==> config.mk <==
export PLATFORM = sky130hd
export DESIGN_NAME = isp_node
export DESIGN_NICKNAME = d
export VERILOG_FILES = /design/src/rtl/byte_fifo.v /design/src/rtl/isp_node.v
export VERILOG_INCLUDE_DIRS = /design/src /design/src/rtl
export SDC_FILE = /design/constraint.sdc
export NUM_CORES = 1
export LEC_CHECK = 0
export ABC_AREA = 1
export BUFFER_PORTS_ARGS = -buffer_cell sky130_fd_sc_hd__buf_2
export CORE_AREA = 3 3 176 178
export CTS_BUF_LIST = sky130_fd_sc_hd__clkbuf_16
export DETAILED_ROUTE_END_ITERATION = 16
export DIE_AREA = 0 0 179 181
export PLACE_DENSITY = 0.77
export SKIP_LAST_GASP = 1
export SLEW_MARGIN = 40
export SYNTH_ARGS = -nofsm -noshare
export SYNTH_HDL_FRONTEND = slang
export SYNTH_SLANG_ARGS = --single-unit
==> constraint.sdc <==
create_clock -name core_clk -period 3.6 [get_ports core_clk]
set_input_delay 1.08 -clock core_clk [delete_from_list [all_inputs] [get_ports core_clk]]
set_output_delay 1.08 -clock core_clk [all_outputs]
set_load 0.01 [all_outputs]
==> src/rtl/isp_node_regs.vh <==
// Message offsets, codes and sizes for the CAN programming session handler
`ifndef ISP_NODE_REGS_VH
`define ISP_NODE_REGS_VH

// Message offsets from the identifier base
`define OFS_NODE_SELECT   4'h0
`define OFS_PROG_START    4'h1
`define OFS_PROG_DATA     4'h2
`define OFS_READOUT       4'h3
`define OFS_WRITE_CMD     4'h4
`define OFS_READ_CMD      4'h5
`define OFS_ERROR_REPORT  4'h6

// Identifier base is seven bits wide, so its largest value is 7Fh
`define BASE_MAX          8'h7F
`define BASE_RESET        8'h00

`define NODE_BROADCAST    8'hFF
`define SESSION_CLOSED    8'h00
`define SESSION_OPEN      8'h01

`define AREA_FLASH        8'h00
`define AREA_EEPROM       8'h01

`define RD_SHOW_FLASH     8'h00
`define RD_BLANK_FLASH    8'h01
`define RD_SHOW_EEPROM    8'h02

`define RESULT_OK         8'h00
`define RESULT_FAIL       8'h01
`define RESULT_NEW        8'h02

`define ERASED_BYTE       8'hFF
`define ERROR_CODE        8'h00
`define START_DLC         4'h5
`define MAX_DLC           4'h8
`define PAGE_MASK         16'h007F
`define FIFO_WORDS        8

`endif

==> src/rtl/byte_fifo.v <==
// Synchronous FIFO with valid/ready on both sides
`timescale 1ns/100ps
module byte_fifo #(
  parameter WIDTH = 8,
  parameter DEPTH = 8,
  parameter AW    = 3
) (
  input  wire             core_clk,
  input  wire             rstn,
  input  wire             in_valid,
  output wire             in_ready,
  input  wire [WIDTH-1:0] in_data,
  output wire             out_valid,
  input  wire             out_ready,
  output wire [WIDTH-1:0] out_data
);
  reg [WIDTH-1:0] mem [0:DEPTH-1];
  reg [AW-1:0]    wr_ptr;
  reg [AW-1:0]    rd_ptr;
  reg [AW:0]      count;
  wire            push;
  wire            pop;

  assign in_ready  = (count != DEPTH[AW:0]);
  assign out_valid = (count != {(AW+1){1'b0}});
  assign out_data  = mem[rd_ptr];
  assign push      = in_valid & in_ready;
  assign pop       = out_valid & out_ready;

  always @(posedge core_clk) begin
    if (push) begin
      mem[wr_ptr] <= in_data;
    end
  end

  // Pointers wrap only for a power-of-two depth
  always @(posedge core_clk or negedge rstn) begin
    if (!rstn) begin
      wr_ptr <= {AW{1'b0}};
      rd_ptr <= {AW{1'b0}};
      count  <= {(AW+1){1'b0}};
    end else begin
      if (push) begin
        wr_ptr <= wr_ptr + 1'b1;
      end
      if (pop) begin
        rd_ptr <= rd_ptr + 1'b1;
      end
      if (push && !pop) begin
        count <= count + 1'b1;
      end else if (pop && !push) begin
        count <= count - 1'b1;
      end
    end
  end
endmodule // byte_fifo

==> src/rtl/isp_node.v <==
// Session, programming and readout handler of a CAN in-system programming node
`timescale 1ns/100ps
`include "isp_node_regs.vh"

module isp_node #(
  parameter FIFO_DEPTH = `FIFO_WORDS
) (
  input  wire        core_clk,
  input  wire        rstn,
  input  wire [7:0]  node_number,
  input  wire [7:0]  identifier_base,
  input  wire [7:0]  loader_version,
  input  wire        prog_protect,
  input  wire        read_protect,
  input  wire        rx_valid,
  output reg         rx_ready,
  input  wire [10:0] rx_id,
  input  wire [3:0]  rx_dlc,
  input  wire [63:0] rx_data,
  output reg         tx_valid,
  input  wire        tx_ready,
  output reg  [10:0] tx_id,
  output reg  [3:0]  tx_dlc,
  output reg  [63:0] tx_data,
  output reg         mem_req,
  output reg         mem_we,
  output reg         mem_area,
  output reg  [15:0] mem_addr,
  output reg  [7:0]  mem_wdata,
  output reg         mem_page_last,
  input  wire        mem_ack,
  input  wire        mem_err,
  input  wire [7:0]  mem_rdata,
  output reg         session_open
);
  localparam S_IDLE  = 3'd0;
  localparam S_PUSH  = 3'd1;
  localparam S_DRAIN = 3'd2;
  localparam S_READ  = 3'd3;
  localparam S_SEND  = 3'd4;

  reg  [2:0]  state;
  reg         armed;
  reg         blank;
  reg         more;
  reg         last_done;
  reg         fail;
  reg  [15:0] addr;
  reg  [15:0] end_addr;
  reg  [63:0] rx_buf;
  reg  [3:0]  rx_cnt;
  reg  [2:0]  byte_idx;
  wire        push_valid;
  wire        push_ready;
  wire        fifo_valid;
  wire        fifo_pop;
  wire [7:0]  fifo_data;
  wire        writing;
  wire        in_group;
  wire [3:0]  rx_ofs;
  wire        take;

  function [10:0] msg_id;
    input [7:0] base;
    input [3:0] ofs;
    begin
      msg_id = {base[6:0], ofs};
    end
  endfunction

  // take base as its low seven bits; bit 7 is ignored
  assign in_group   = (rx_id[10:4] == identifier_base[6:0]);
  assign rx_ofs     = rx_id[3:0];
  assign take       = rx_valid & rx_ready;
  assign writing    = (state == S_PUSH) || (state == S_DRAIN);
  assign push_valid = (state == S_PUSH) && (rx_cnt != 4'h0);
  // Bytes past the end of the range are discarded, not written
  assign fifo_pop   = writing & ((mem_req & mem_we & mem_ack) | (last_done & fifo_valid & !mem_req));

  byte_fifo #(
    .WIDTH (8),
    .DEPTH (FIFO_DEPTH),
    .AW    (3)
  ) u_fifo (
    .core_clk  (core_clk),
    .rstn      (rstn),
    .in_valid  (push_valid),
    .in_ready  (push_ready),
    .in_data   (rx_buf[7:0]),
    .out_valid (fifo_valid),
    .out_ready (fifo_pop),
    .out_data  (fifo_data)
  );

  always @(posedge core_clk or negedge rstn) begin
    if (!rstn) begin
      state         <= S_IDLE;
      rx_ready      <= 1'b0;
      tx_valid      <= 1'b0;
      tx_id         <= 11'h000;
      tx_dlc        <= 4'h0;
      tx_data       <= 64'h0000_0000_0000_0000;
      mem_req       <= 1'b0;
      mem_we        <= 1'b0;
      mem_area      <= 1'b0;
      mem_addr      <= 16'h0000;
      mem_wdata     <= 8'h00;
      mem_page_last <= 1'b0;
      session_open  <= 1'b0;
      armed         <= 1'b0;
      blank         <= 1'b0;
      more          <= 1'b0;
      last_done     <= 1'b0;
      fail          <= 1'b0;
      addr          <= 16'h0000;
      end_addr      <= 16'h0000;
      rx_buf        <= 64'h0000_0000_0000_0000;
      rx_cnt        <= 4'h0;
      byte_idx      <= 3'd0;
    end else begin
      case (state)
        S_IDLE: begin
          rx_ready <= 1'b1;
          // standard frames of at most eight bytes
          if (take && in_group && rx_dlc <= `MAX_DLC) begin
            if (rx_ofs == `OFS_NODE_SELECT && rx_dlc != 4'h0 &&
                (rx_data[7:0] == `NODE_BROADCAST || rx_data[7:0] == node_number)) begin
              session_open <= !session_open;
              armed        <= 1'b0;
              rx_ready     <= 1'b0;
              tx_id        <= msg_id(identifier_base, `OFS_NODE_SELECT);
              tx_dlc       <= 4'h2;
              tx_data      <= {48'h0000_0000_0000,
                               (session_open ? `SESSION_CLOSED : `SESSION_OPEN), loader_version};
              tx_valid     <= 1'b1;
              state        <= S_SEND;
            end else if (session_open && rx_ofs == `OFS_PROG_START && rx_dlc == `START_DLC) begin
              rx_ready <= 1'b0;
              tx_valid <= 1'b1;
              state    <= S_SEND;
              if (prog_protect) begin
                armed   <= 1'b0;
                tx_id   <= msg_id(identifier_base, `OFS_ERROR_REPORT);
                tx_dlc  <= 4'h1;
                tx_data <= {56'h00_0000_0000_0000, `ERROR_CODE};
              end else begin
                armed     <= 1'b1;
                last_done <= 1'b0;
                fail      <= 1'b0;
                mem_area  <= (rx_data[7:0] == `AREA_EEPROM);
                addr      <= {rx_data[15:8], rx_data[23:16]};
                end_addr  <= {rx_data[31:24], rx_data[39:32]};
                tx_id     <= msg_id(identifier_base, `OFS_PROG_START);
                tx_dlc    <= 4'h0;
                tx_data   <= 64'h0000_0000_0000_0000;
              end
            // data only after an acknowledged start
            end else if (session_open && armed && rx_ofs == `OFS_PROG_DATA) begin
              rx_ready <= 1'b0;
              rx_buf   <= rx_data;
              rx_cnt   <= rx_dlc;
              state    <= S_PUSH;
            end else if (session_open && rx_ofs == `OFS_READOUT && rx_dlc == `START_DLC) begin
              rx_ready <= 1'b0;
              if (read_protect) begin
                tx_id    <= msg_id(identifier_base, `OFS_ERROR_REPORT);
                tx_dlc   <= 4'h1;
                tx_data  <= {56'h00_0000_0000_0000, `ERROR_CODE};
                tx_valid <= 1'b1;
                more     <= 1'b0;
                state    <= S_SEND;
              end else begin
                armed    <= 1'b0;
                blank    <= (rx_data[7:0] == `RD_BLANK_FLASH);
                mem_area <= (rx_data[7:0] == `RD_SHOW_EEPROM);
                addr     <= {rx_data[15:8], rx_data[23:16]};
                end_addr <= {rx_data[31:24], rx_data[39:32]};
                byte_idx <= 3'd0;
                tx_data  <= 64'h0000_0000_0000_0000;
                state    <= S_READ;
              end
            end
          end
        end
        S_PUSH: begin
          // frame bytes enter the FIFO; a full FIFO stalls them
          if (rx_cnt == 4'h0) begin
            state <= S_DRAIN;
          end else if (push_ready) begin
            rx_buf <= {8'h00, rx_buf[63:8]};
            rx_cnt <= rx_cnt - 4'h1;
          end
        end
        S_DRAIN: begin
          if (!fifo_valid && !mem_req) begin
            tx_id    <= msg_id(identifier_base, `OFS_PROG_DATA);
            tx_dlc   <= 4'h1;
            tx_data  <= {56'h00_0000_0000_0000,
                         (fail ? `RESULT_FAIL : (last_done ? `RESULT_OK : `RESULT_NEW))};
            tx_valid <= 1'b1;
            more     <= 1'b0;
            // disarm after the range end or a failure
            if (fail || last_done) begin
              armed <= 1'b0;
            end
            state <= S_SEND;
          end
        end
        S_READ: begin
          if (!mem_req) begin
            mem_req  <= 1'b1;
            mem_we   <= 1'b0;
            mem_addr <= addr;
          end else if (mem_ack) begin
            mem_req <= 1'b0;
            addr    <= addr + 16'h0001;
            tx_id   <= msg_id(identifier_base, `OFS_READOUT);
            if (blank) begin
              // first non-erased address or zero length
              if (mem_rdata != `ERASED_BYTE) begin
                tx_dlc   <= 4'h2;
                tx_data  <= {48'h0000_0000_0000, addr[7:0], addr[15:8]};
                tx_valid <= 1'b1;
                more     <= 1'b0;
                state    <= S_SEND;
              end else if (addr == end_addr) begin
                tx_dlc   <= 4'h0;
                tx_valid <= 1'b1;
                more     <= 1'b0;
                state    <= S_SEND;
              end
            end else begin
              // up to eight bytes per frame
              tx_data[byte_idx*8 +: 8] <= mem_rdata;
              byte_idx                 <= byte_idx + 3'd1;
              if (addr == end_addr || byte_idx == 3'd7) begin
                tx_dlc   <= {1'b0, byte_idx} + 4'h1;
                tx_valid <= 1'b1;
                more     <= (addr != end_addr);
                state    <= S_SEND;
              end
            end
          end
        end
        S_SEND: begin
          if (tx_ready) begin
            tx_valid <= 1'b0;
            if (more) begin
              byte_idx <= 3'd0;
              tx_data  <= 64'h0000_0000_0000_0000;
              state    <= S_READ;
            end else begin
              rx_ready <= 1'b1;
              state    <= S_IDLE;
            end
          end
        end
        default: begin
          state <= S_IDLE;
        end
      endcase

      // Write drain runs beside the push so the FIFO really fills
      if (writing) begin
        if (!mem_req && fifo_valid && !last_done) begin
          mem_req       <= 1'b1;
          mem_we        <= 1'b1;
          mem_addr      <= addr;
          mem_wdata     <= fifo_data;
          // close the page at its boundary or at range end
          mem_page_last <= ((addr & `PAGE_MASK) == `PAGE_MASK) || (addr == end_addr);
        end else if (mem_req && mem_ack) begin
          mem_req       <= 1'b0;
          mem_page_last <= 1'b0;
          addr          <= addr + 16'h0001;
          if (mem_err) begin
            fail <= 1'b1;
          end
          if (addr == end_addr) begin
            last_done <= 1'b1;
          end
        end
      end
    end
  end
endmodule // isp_node

# After elaboration in Yosys (flattened, before gate mapping)
# Memory sizes are Yosys's and may differ from the RTL's. A register that Yosys moved wholly into a read port is not among the register bits.
# Cells that the tools add are included.
[totals] mem_count=1 regBits=223 mem_bits_rw=64
[op_classes] muxes=194 magnitude_cmp=1 bitwise=13 shifts=2 n_reduce_logical=59 n_eq_ne=49 n_addsub=9
[mem_list] name="u_fifo.mem" depth=8 word_bits=8 read_ports=1 rd_ports_with_merged_regs=1 wr=1 line_no="byte_fifo.v:17" text="reg [WIDTH-1:0] mem [0:DEPTH-1];"
[ops] operator="two-way mux 64 bit" count=18
[ops] operator="two-way mux 16 bit" count=21
[ops] operator="case mux 64 bit (4 select lines)" count=1
[ops] operator="case mux 64 bit (2 select lines)" count=1
[ops] operator="two-way mux 11 bit" count=9
[ops] operator="two-way mux 4 bit" count=21
[ops] operator="two-way mux 1 bit" count=82
[ops] operator="two-way mux 3 bit" count=27
[ops] operator="bitwise mux 64 bit" count=1
[ops] operator="variable shift 8 x 34 -> 64 bit (first input constant)" count=1
[ops] operator="variable part select 8 x 34 -> 64 bit" count=1
[ops] operator="inequality test 2 bit (second input constant)" count=17
[ops] operator="negator 6 -> 34 bit" count=1
[ops] operator="case mux 11 bit (3 select lines)" count=1
[ops] operator="case mux 16 bit (2 select lines)" count=1
[ops] operator="AND reduction 7 bit" count=4
[ops] operator="inequality test 4 bit (second input constant)" count=6
[ops] operator="AND reduction 12 bit" count=2
[ops] operator="AND reduction 10 bit" count=2
[ops] operator="logical AND 1 bit" count=17
[ops] operator="adder 16 x 1 -> 16 bit (second input constant)" count=1
[ops] operator="equality test 16 bit" count=1
[ops] operator="inequality test 16 bit" count=1
[ops] operator="nonzero test 4 bit" count=4
[ops] operator="43 further kinds" count=86

# Logic depth before layout (Yosys ltp)
[depth] ltp_word=12 depth_mapped=15 mapped_depth_nobuf=15

# Hierarchy
# A second synthesis with hierarchy kept.
[hier_totals] cells_unflattened=2189 hier_area_um2=16278.1
[modules_own_cells] mod="isp_node" cells_per_inst=1895 seq_area_each_um2=5505.3 area_each_um2=13097.6 instances=1
[modules_own_cells] mod="byte_fifo" cells_per_inst=294 seq_area_each_um2=2172.1 area_each_um2=3180.6 instances=1

# Least setup slack after synthesis
# No wires, ideal clock.
[synth_timing] kind="input -> register" start="input port mem_ack" end="register u_fifo.count[3]" setup_time_ns=0.125 arrival_ns=3.073 path_stages=14 path_slack_ns=0.402 n_path_buf=1 cell_sequence="nand2_1 -> buf_1 -> inv_1 -> a32o_1 -> nand3_1 -> ha_1 -> inv_1 -> ha_1 -> a21o_1 -> a21oi_1 -> nand2_1 -> nand2_1 -> nor2_1 -> xor2_1"
[synth_via] elab_chain_len=7 elab_cells_between_ends=9 classes_between="mux (1); bitwise (4); reduce/logical (4)"
[synth_lines] element="start, declared" line_no="isp_node.v:31" text="input wire mem_ack,"
[synth_lines] element="bitwise AND 1 bit (*)" line_no="isp_node.v:78" text="assign fifo_pop = writing & ((mem_req & mem_we & mem_ack) | (last_done & fifo_valid & !mem_req));"
[synth_lines] element="bitwise OR 1 bit (*)" line_no="isp_node.v:78"
[synth_lines] element="bitwise AND 1 bit (*)" line_no="isp_node.v:78"
[synth_lines] element="bitwise AND 1 bit (*)" line_no="byte_fifo.v:28" text="assign pop = out_valid & out_ready;"
[synth_lines] element="logical NOT 1 bit" line_no="byte_fifo.v:49" text="if (push && !pop) begin"
[synth_lines] element="logical AND 1 bit" line_no="byte_fifo.v:49"
[synth_lines] element="two-way mux 4 bit or nonzero test 2 bit (tied branches)"
[synth_lines] element="end signal, assigned" line_no="byte_fifo.v:41" text="count <= {(AW+1){1'b0}};"
[synth_lines] element="end signal, assigned" line_no="byte_fifo.v:50" text="count <= count + 1'b1;"
[synth_lines] element="end signal, assigned" line_no="byte_fifo.v:52" text="count <= count - 1'b1;"
[synth_lines] element="end, declared" line_no="byte_fifo.v:20" text="reg [AW:0] count;"
# Mark *: on every way between the ends. The rest lies on a longest branch, timed or not.
# A chain may end at the register's enable or synchronous reset.

# Worst setup path after layout
[layout_timing] start="register byte_idx[0]" end="register tx_data[24]"
[layout_via] elab_chain_len=7 elab_cells_between_ends=8 classes_between="add/sub (1); shift (2); mux (5)"
[layout_lines] element="start, declared" line_no="isp_node.v:52" text="reg [2:0] byte_idx;"
[layout_lines] element="start signal, assigned" line_no="isp_node.v:235" text="byte_idx <= byte_idx + 3'd1;"
[layout_lines] element="negator 6 -> 34 bit (*)" line_no="isp_node.v:234" text="tx_data[byte_idx*8 +: 8] <= mem_rdata;"
[layout_lines] element="variable part select 8 x 34 -> 64 bit or variable shift 8 x 34 -> 64 bit (tied branches)" line_no="isp_node.v:234"
[layout_lines] element="bitwise mux 64 bit (*)" line_no="isp_node.v:234"
[layout_lines] element="two-way mux 64 bit (*)" line_no="isp_node.v:218" text="if (blank) begin"
[layout_lines] element="two-way mux 64 bit (*)" line_no="isp_node.v:214" text="end else if (mem_ack) begin"
[layout_lines] element="two-way mux 64 bit (*)" line_no="isp_node.v:210" text="if (!mem_req) begin"
[layout_lines] element="case mux 64 bit (4 select lines) (*)" line_no="isp_node.v:121" text="case (state)"
[layout_lines] element="end signal, assigned" line_no="isp_node.v:133" text="tx_data <= {48'h0000_0000_0000,"
[layout_lines] element="end signal, assigned" line_no="isp_node.v:222" text="tx_data <= {48'h0000_0000_0000, addr[7:0], addr[15:8]};"
[layout_lines] element="end signal, assigned by index" line_no="isp_node.v:234"
[layout_lines] element="end, declared" line_no="isp_node.v:24" text="output reg [63:0] tx_data,"
# Mark *: on every way between the ends. The rest lies on a longest branch, timed or not. The select of a mux whose other input is x is not followed.

==> metrics.md <==
| Metric | Value |
|---|---|
| Final wirelength | `47000 um` |
| Final setup vio count | `0` |
| Layout Nets | `2407` |
| Syn. warnings | `0` |
| Worst R2R Path Depth | `10` |
| Synth top area share | `0.357` |
| Worst EP arrival | `3.58 ns` |
| HPWL after DPL | `33600 um` |
| Top-count cell post-synth | `nand2_1` |
| Drt pass-1 iters | `7` |
| Distinct cells, synth | `57` |
| Crit-path leading delay family | `adder cells` |
| Hold Crit Class | `flip-flop to flip-flop` |
| GR Overflow Total | `0` |
| Synth Flop Type | `dfrtp_1` |
| Hold Path Depth | `2` |
| Rows | `63` |
| Vias in the first global route | `14200` |
| Crit path from | `byte_idx[0]$_DFFE_PN0P_` |
| Highest-delay cell along the critical path | `dfrtp_1` |
| Worst-Margin Slew | `0.841 ns` |
| Synth top area cells | `dfrtp_1 36%, nand2_1 15%, edfxtp_1 12%` |
| Critical path endpoint category | `flip-flop` |
| Final period util | `0.859` |
| Hold Fails Final Rpt | `0` |
| Number of synthesized register bits | `294` |
| Routability cong. | `0.946` |
| Final antenna-violating net count | `0` |
| Initial core utilization | `0.546` |
| H-Tree Depth | `1` |
| Post CTS Setup Buffer Count | `0` |
| Max Clock Freq | `0.324 GHz` |
| Hold Buf Count CTS | `0` |
| Layout cell share with drive strength beyond 1 | `0.157` |
| Status | `finished, final reports clean` |
| CTS tree | `done` |
| Drt wl/cell | `17.5 um` |
| Post-place setup slack | `0.287 ns` |
| CP required | `4.09 ns` |
| Area growth syn-to-layout | `15.9%` |
| Post-synth top area cell | `dfrtp_1` |
| Worst R2R Setup Slack | `0.51 ns` |
| Drt first-iter violations | `1691` |
| Final Max Slew Viols | `0` |
| Relative slew slack | `0.439` |
| Global Route Usage Sum | `0.286` |
| DRC Markers | `0` |
| Synthesized area | `16100 um2` |
| Reg-to-reg endpoint | `tx_data[24]$_DFFE_PN0P_` |
| Largest net degree at the start of global routing | `119` |
| Max Buffers Root-to-Sink | `3` |
| Max_cap viols | `0` |
| Root buffer cell | `clkbuf_16` |
| Commonest cells in the netlist | `663 x nand2_1, 230 x dfrtp_1, 180 x o21ai_0, 171 x inv_1, 160 x nor2_1` |
| Setup ws final | `0.509 ns` |
| Num CTS Buffers | `31` |
| Dpl cells | `2630` |
| Global-route wire length before repair | `75000 um` |
| Core area | `29600 um2` |
| Overall Power | `7.29 mW` |
| RSZ-0062 raised after global routing | `false` |
| Worst path bufs/invs | `3` |
| Fin Clk Skew | `0.0140 ns` |
| Worst-path clk slew | `0.06 ns` |
| Die ar. | `32400 um2` |
| WS Path Type | `flip-flop to flip-flop` |
| Worst vdd ir | `0.315 mV` |
| Sum Neg Setup Slack | `0 ns` |
| Startpoint types | `flip-flop` |
| Leakage power | `8.75 nW` |
| Antenna violations before repair | `2` |
| Crit path to | `tx_data[24]$_DFFE_PN0P_` |
| Vias per Instance | `5.66` |
| Die height | `181 um` |
| Clock Sinks | `294` |
| Die W | `179 um` |
| Post-synth ARST share | `0.782` |
| Reg2Reg Launch Point | `byte_idx[0]$_DFFE_PN0P_` |
| Clk_lat worst skew | `0.58 ns` |
| Post-synthesis sequential area ratio | `0.476` |
| Number of cells on the critical path | `10` |
| Worst-path maximum fanout | `17` |
| CP dominant cell by count | `nand2_1` |
| Final Util | `0.633` |
| Mapped Cells | `2081` |
| EDFF count, synth | `64` |
| Tmin final | `3.09 ns` |
| Mean Syn Cell Area | `7.76 um2` |
| Final Non-Filler Cells | `2690` |
| Net count after synthesis | `2215` |
| Vias after detailed routing | `15200` |
| Pwr Density | `390 nW/um2` |
| Fill cell count | `2587` |
| CP Cell Sequence | `inv_1, ha_1, ha_1, nand2_1, clkinv_1, buf_4, nand2_1, o31ai_1, nand2_1, o21ai_1` |
| Boundary Pins | `229` |
| # port buffers | `226` |
| Post-CTS resize count | `0` |
| Critical Path Max Stage Delay | `0.69 ns` |
-- flip-flops by register name, summed over array words and instances, names as in the netlist, 3 cells and up, named ones only --
register	flops
rx_buf	64
tx_data	64
u_fifo.mem	64
addr	16
end_addr	16
mem_addr	16
tx_id	10
mem_wdata	8
rx_cnt	4
tx_dlc	4
u_fifo.count	4
byte_idx	3
state	3
u_fifo.rd_ptr	3
u_fifo.wr_ptr	3
-- cell type report --
cell class                 count  area (um2)  area share
clock inverter                27         307      0.0164
timing repair buffer         267        1500      0.0804
antenna                        2        5.00    0.000268
multi-input combinational   1491        7240       0.387
inverter                     188         706      0.0377
tap                          390         488      0.0261
sequential                   294        7680       0.411
clock buffer                  31         776      0.0415
-- worst register-to-register path: cells and delay by family (launching register included) --
family | cells | cell delay (ns)
AOI/OAI and AO/OA | 2 | 0.49
adders and majority gates | 2 | 0.76
buffers and inverters | 3 | 0.53
DFF | 1 | 0.69
and+or+nand+nor | 3 | 0.53
-- cells by family (layout without fill, tap and decap cells) --
logic type      after synthesis  count (layout)  synth area share
compound gates              463             463             0.170
xor+xnor                     22              22            0.0119
fa+ha+maj                    15              15            0.0121
buf+inv                     296             513            0.0768
flops                       294             294             0.476
other cells                   1               3          0.000232
simple gates                990             990             0.253
-- where the power goes --
part / leakage (nW) / internal, mW / total (mW) / switching, mW
registers: 3.57 / 3.41 / 3.46 / 0.0481
logic: 4.66 / 0.141 / 0.446 / 0.305
clock network: 0.523 / 2.01 / 3.38 / 1.38
-- worst min path at each step --
| stage | startpoint | end | slack (ns) |
|---|---|---|---|
| final | tx_dlc[3]$_DFFE_PN0P_ | tx_dlc[3]$_DFFE_PN0P_ | 0.47 |
| after global routing | tx_dlc[3]$_DFFE_PN0P_ | tx_dlc[3]$_DFFE_PN0P_ | 0.50 |
| after CTS | tx_dlc[1]$_DFFE_PN0P_ | tx_dlc[1]$_DFFE_PN0P_ | 0.48 |
| after floorplan | armed$_DFFE_PN0P_ | armed$_DFFE_PN0P_ | 0.46 |
| after global placement | tx_dlc[1]$_DFFE_PN0P_ | tx_dlc[1]$_DFFE_PN0P_ | 0.45 |
| after detailed placement | tx_dlc[3]$_DFFE_PN0P_ | tx_dlc[3]$_DFFE_PN0P_ | 0.46 |
-- metrics by stage --
step | hold slack [ns] | cell area [um2]
final | 0.475 | 18700
after global placement | 0.455 | 17600
after detailed placement | 0.463 | 17600
after CTS | 0.479 | 18700
after floorplan | 0.463 | 16100
after global routing | 0.503 | 18700
-- cells in the final DEF (no fill, tap or decap), types with 64 or more instances in the layout --
master / count
dfrtp_1: 229
o211ai_1: 65
nor2_1: 159
a21oi_1: 64
buf_2: 225
o21ai_0: 180
nand2_1: 663
inv_1: 173
nand3_1: 103
edfxtp_1: 64
-- routing by layer --
| layer | track usage | part of all wire | vias to the layer above |
|---|---|---|---|
| li1 | - | - | 7309 |
| met5 | 0 | 0 | - |
| met1 | 0.406 | 0.43 | 7165 |
| met4 | 0.0860 | 0.027 | 0 |
| met2 | 0.464 | 0.47 | 642 |
| met3 | 0.0328 | 0.074 | 99 |
No activity file was read; power rests on OpenSTA's default activity.
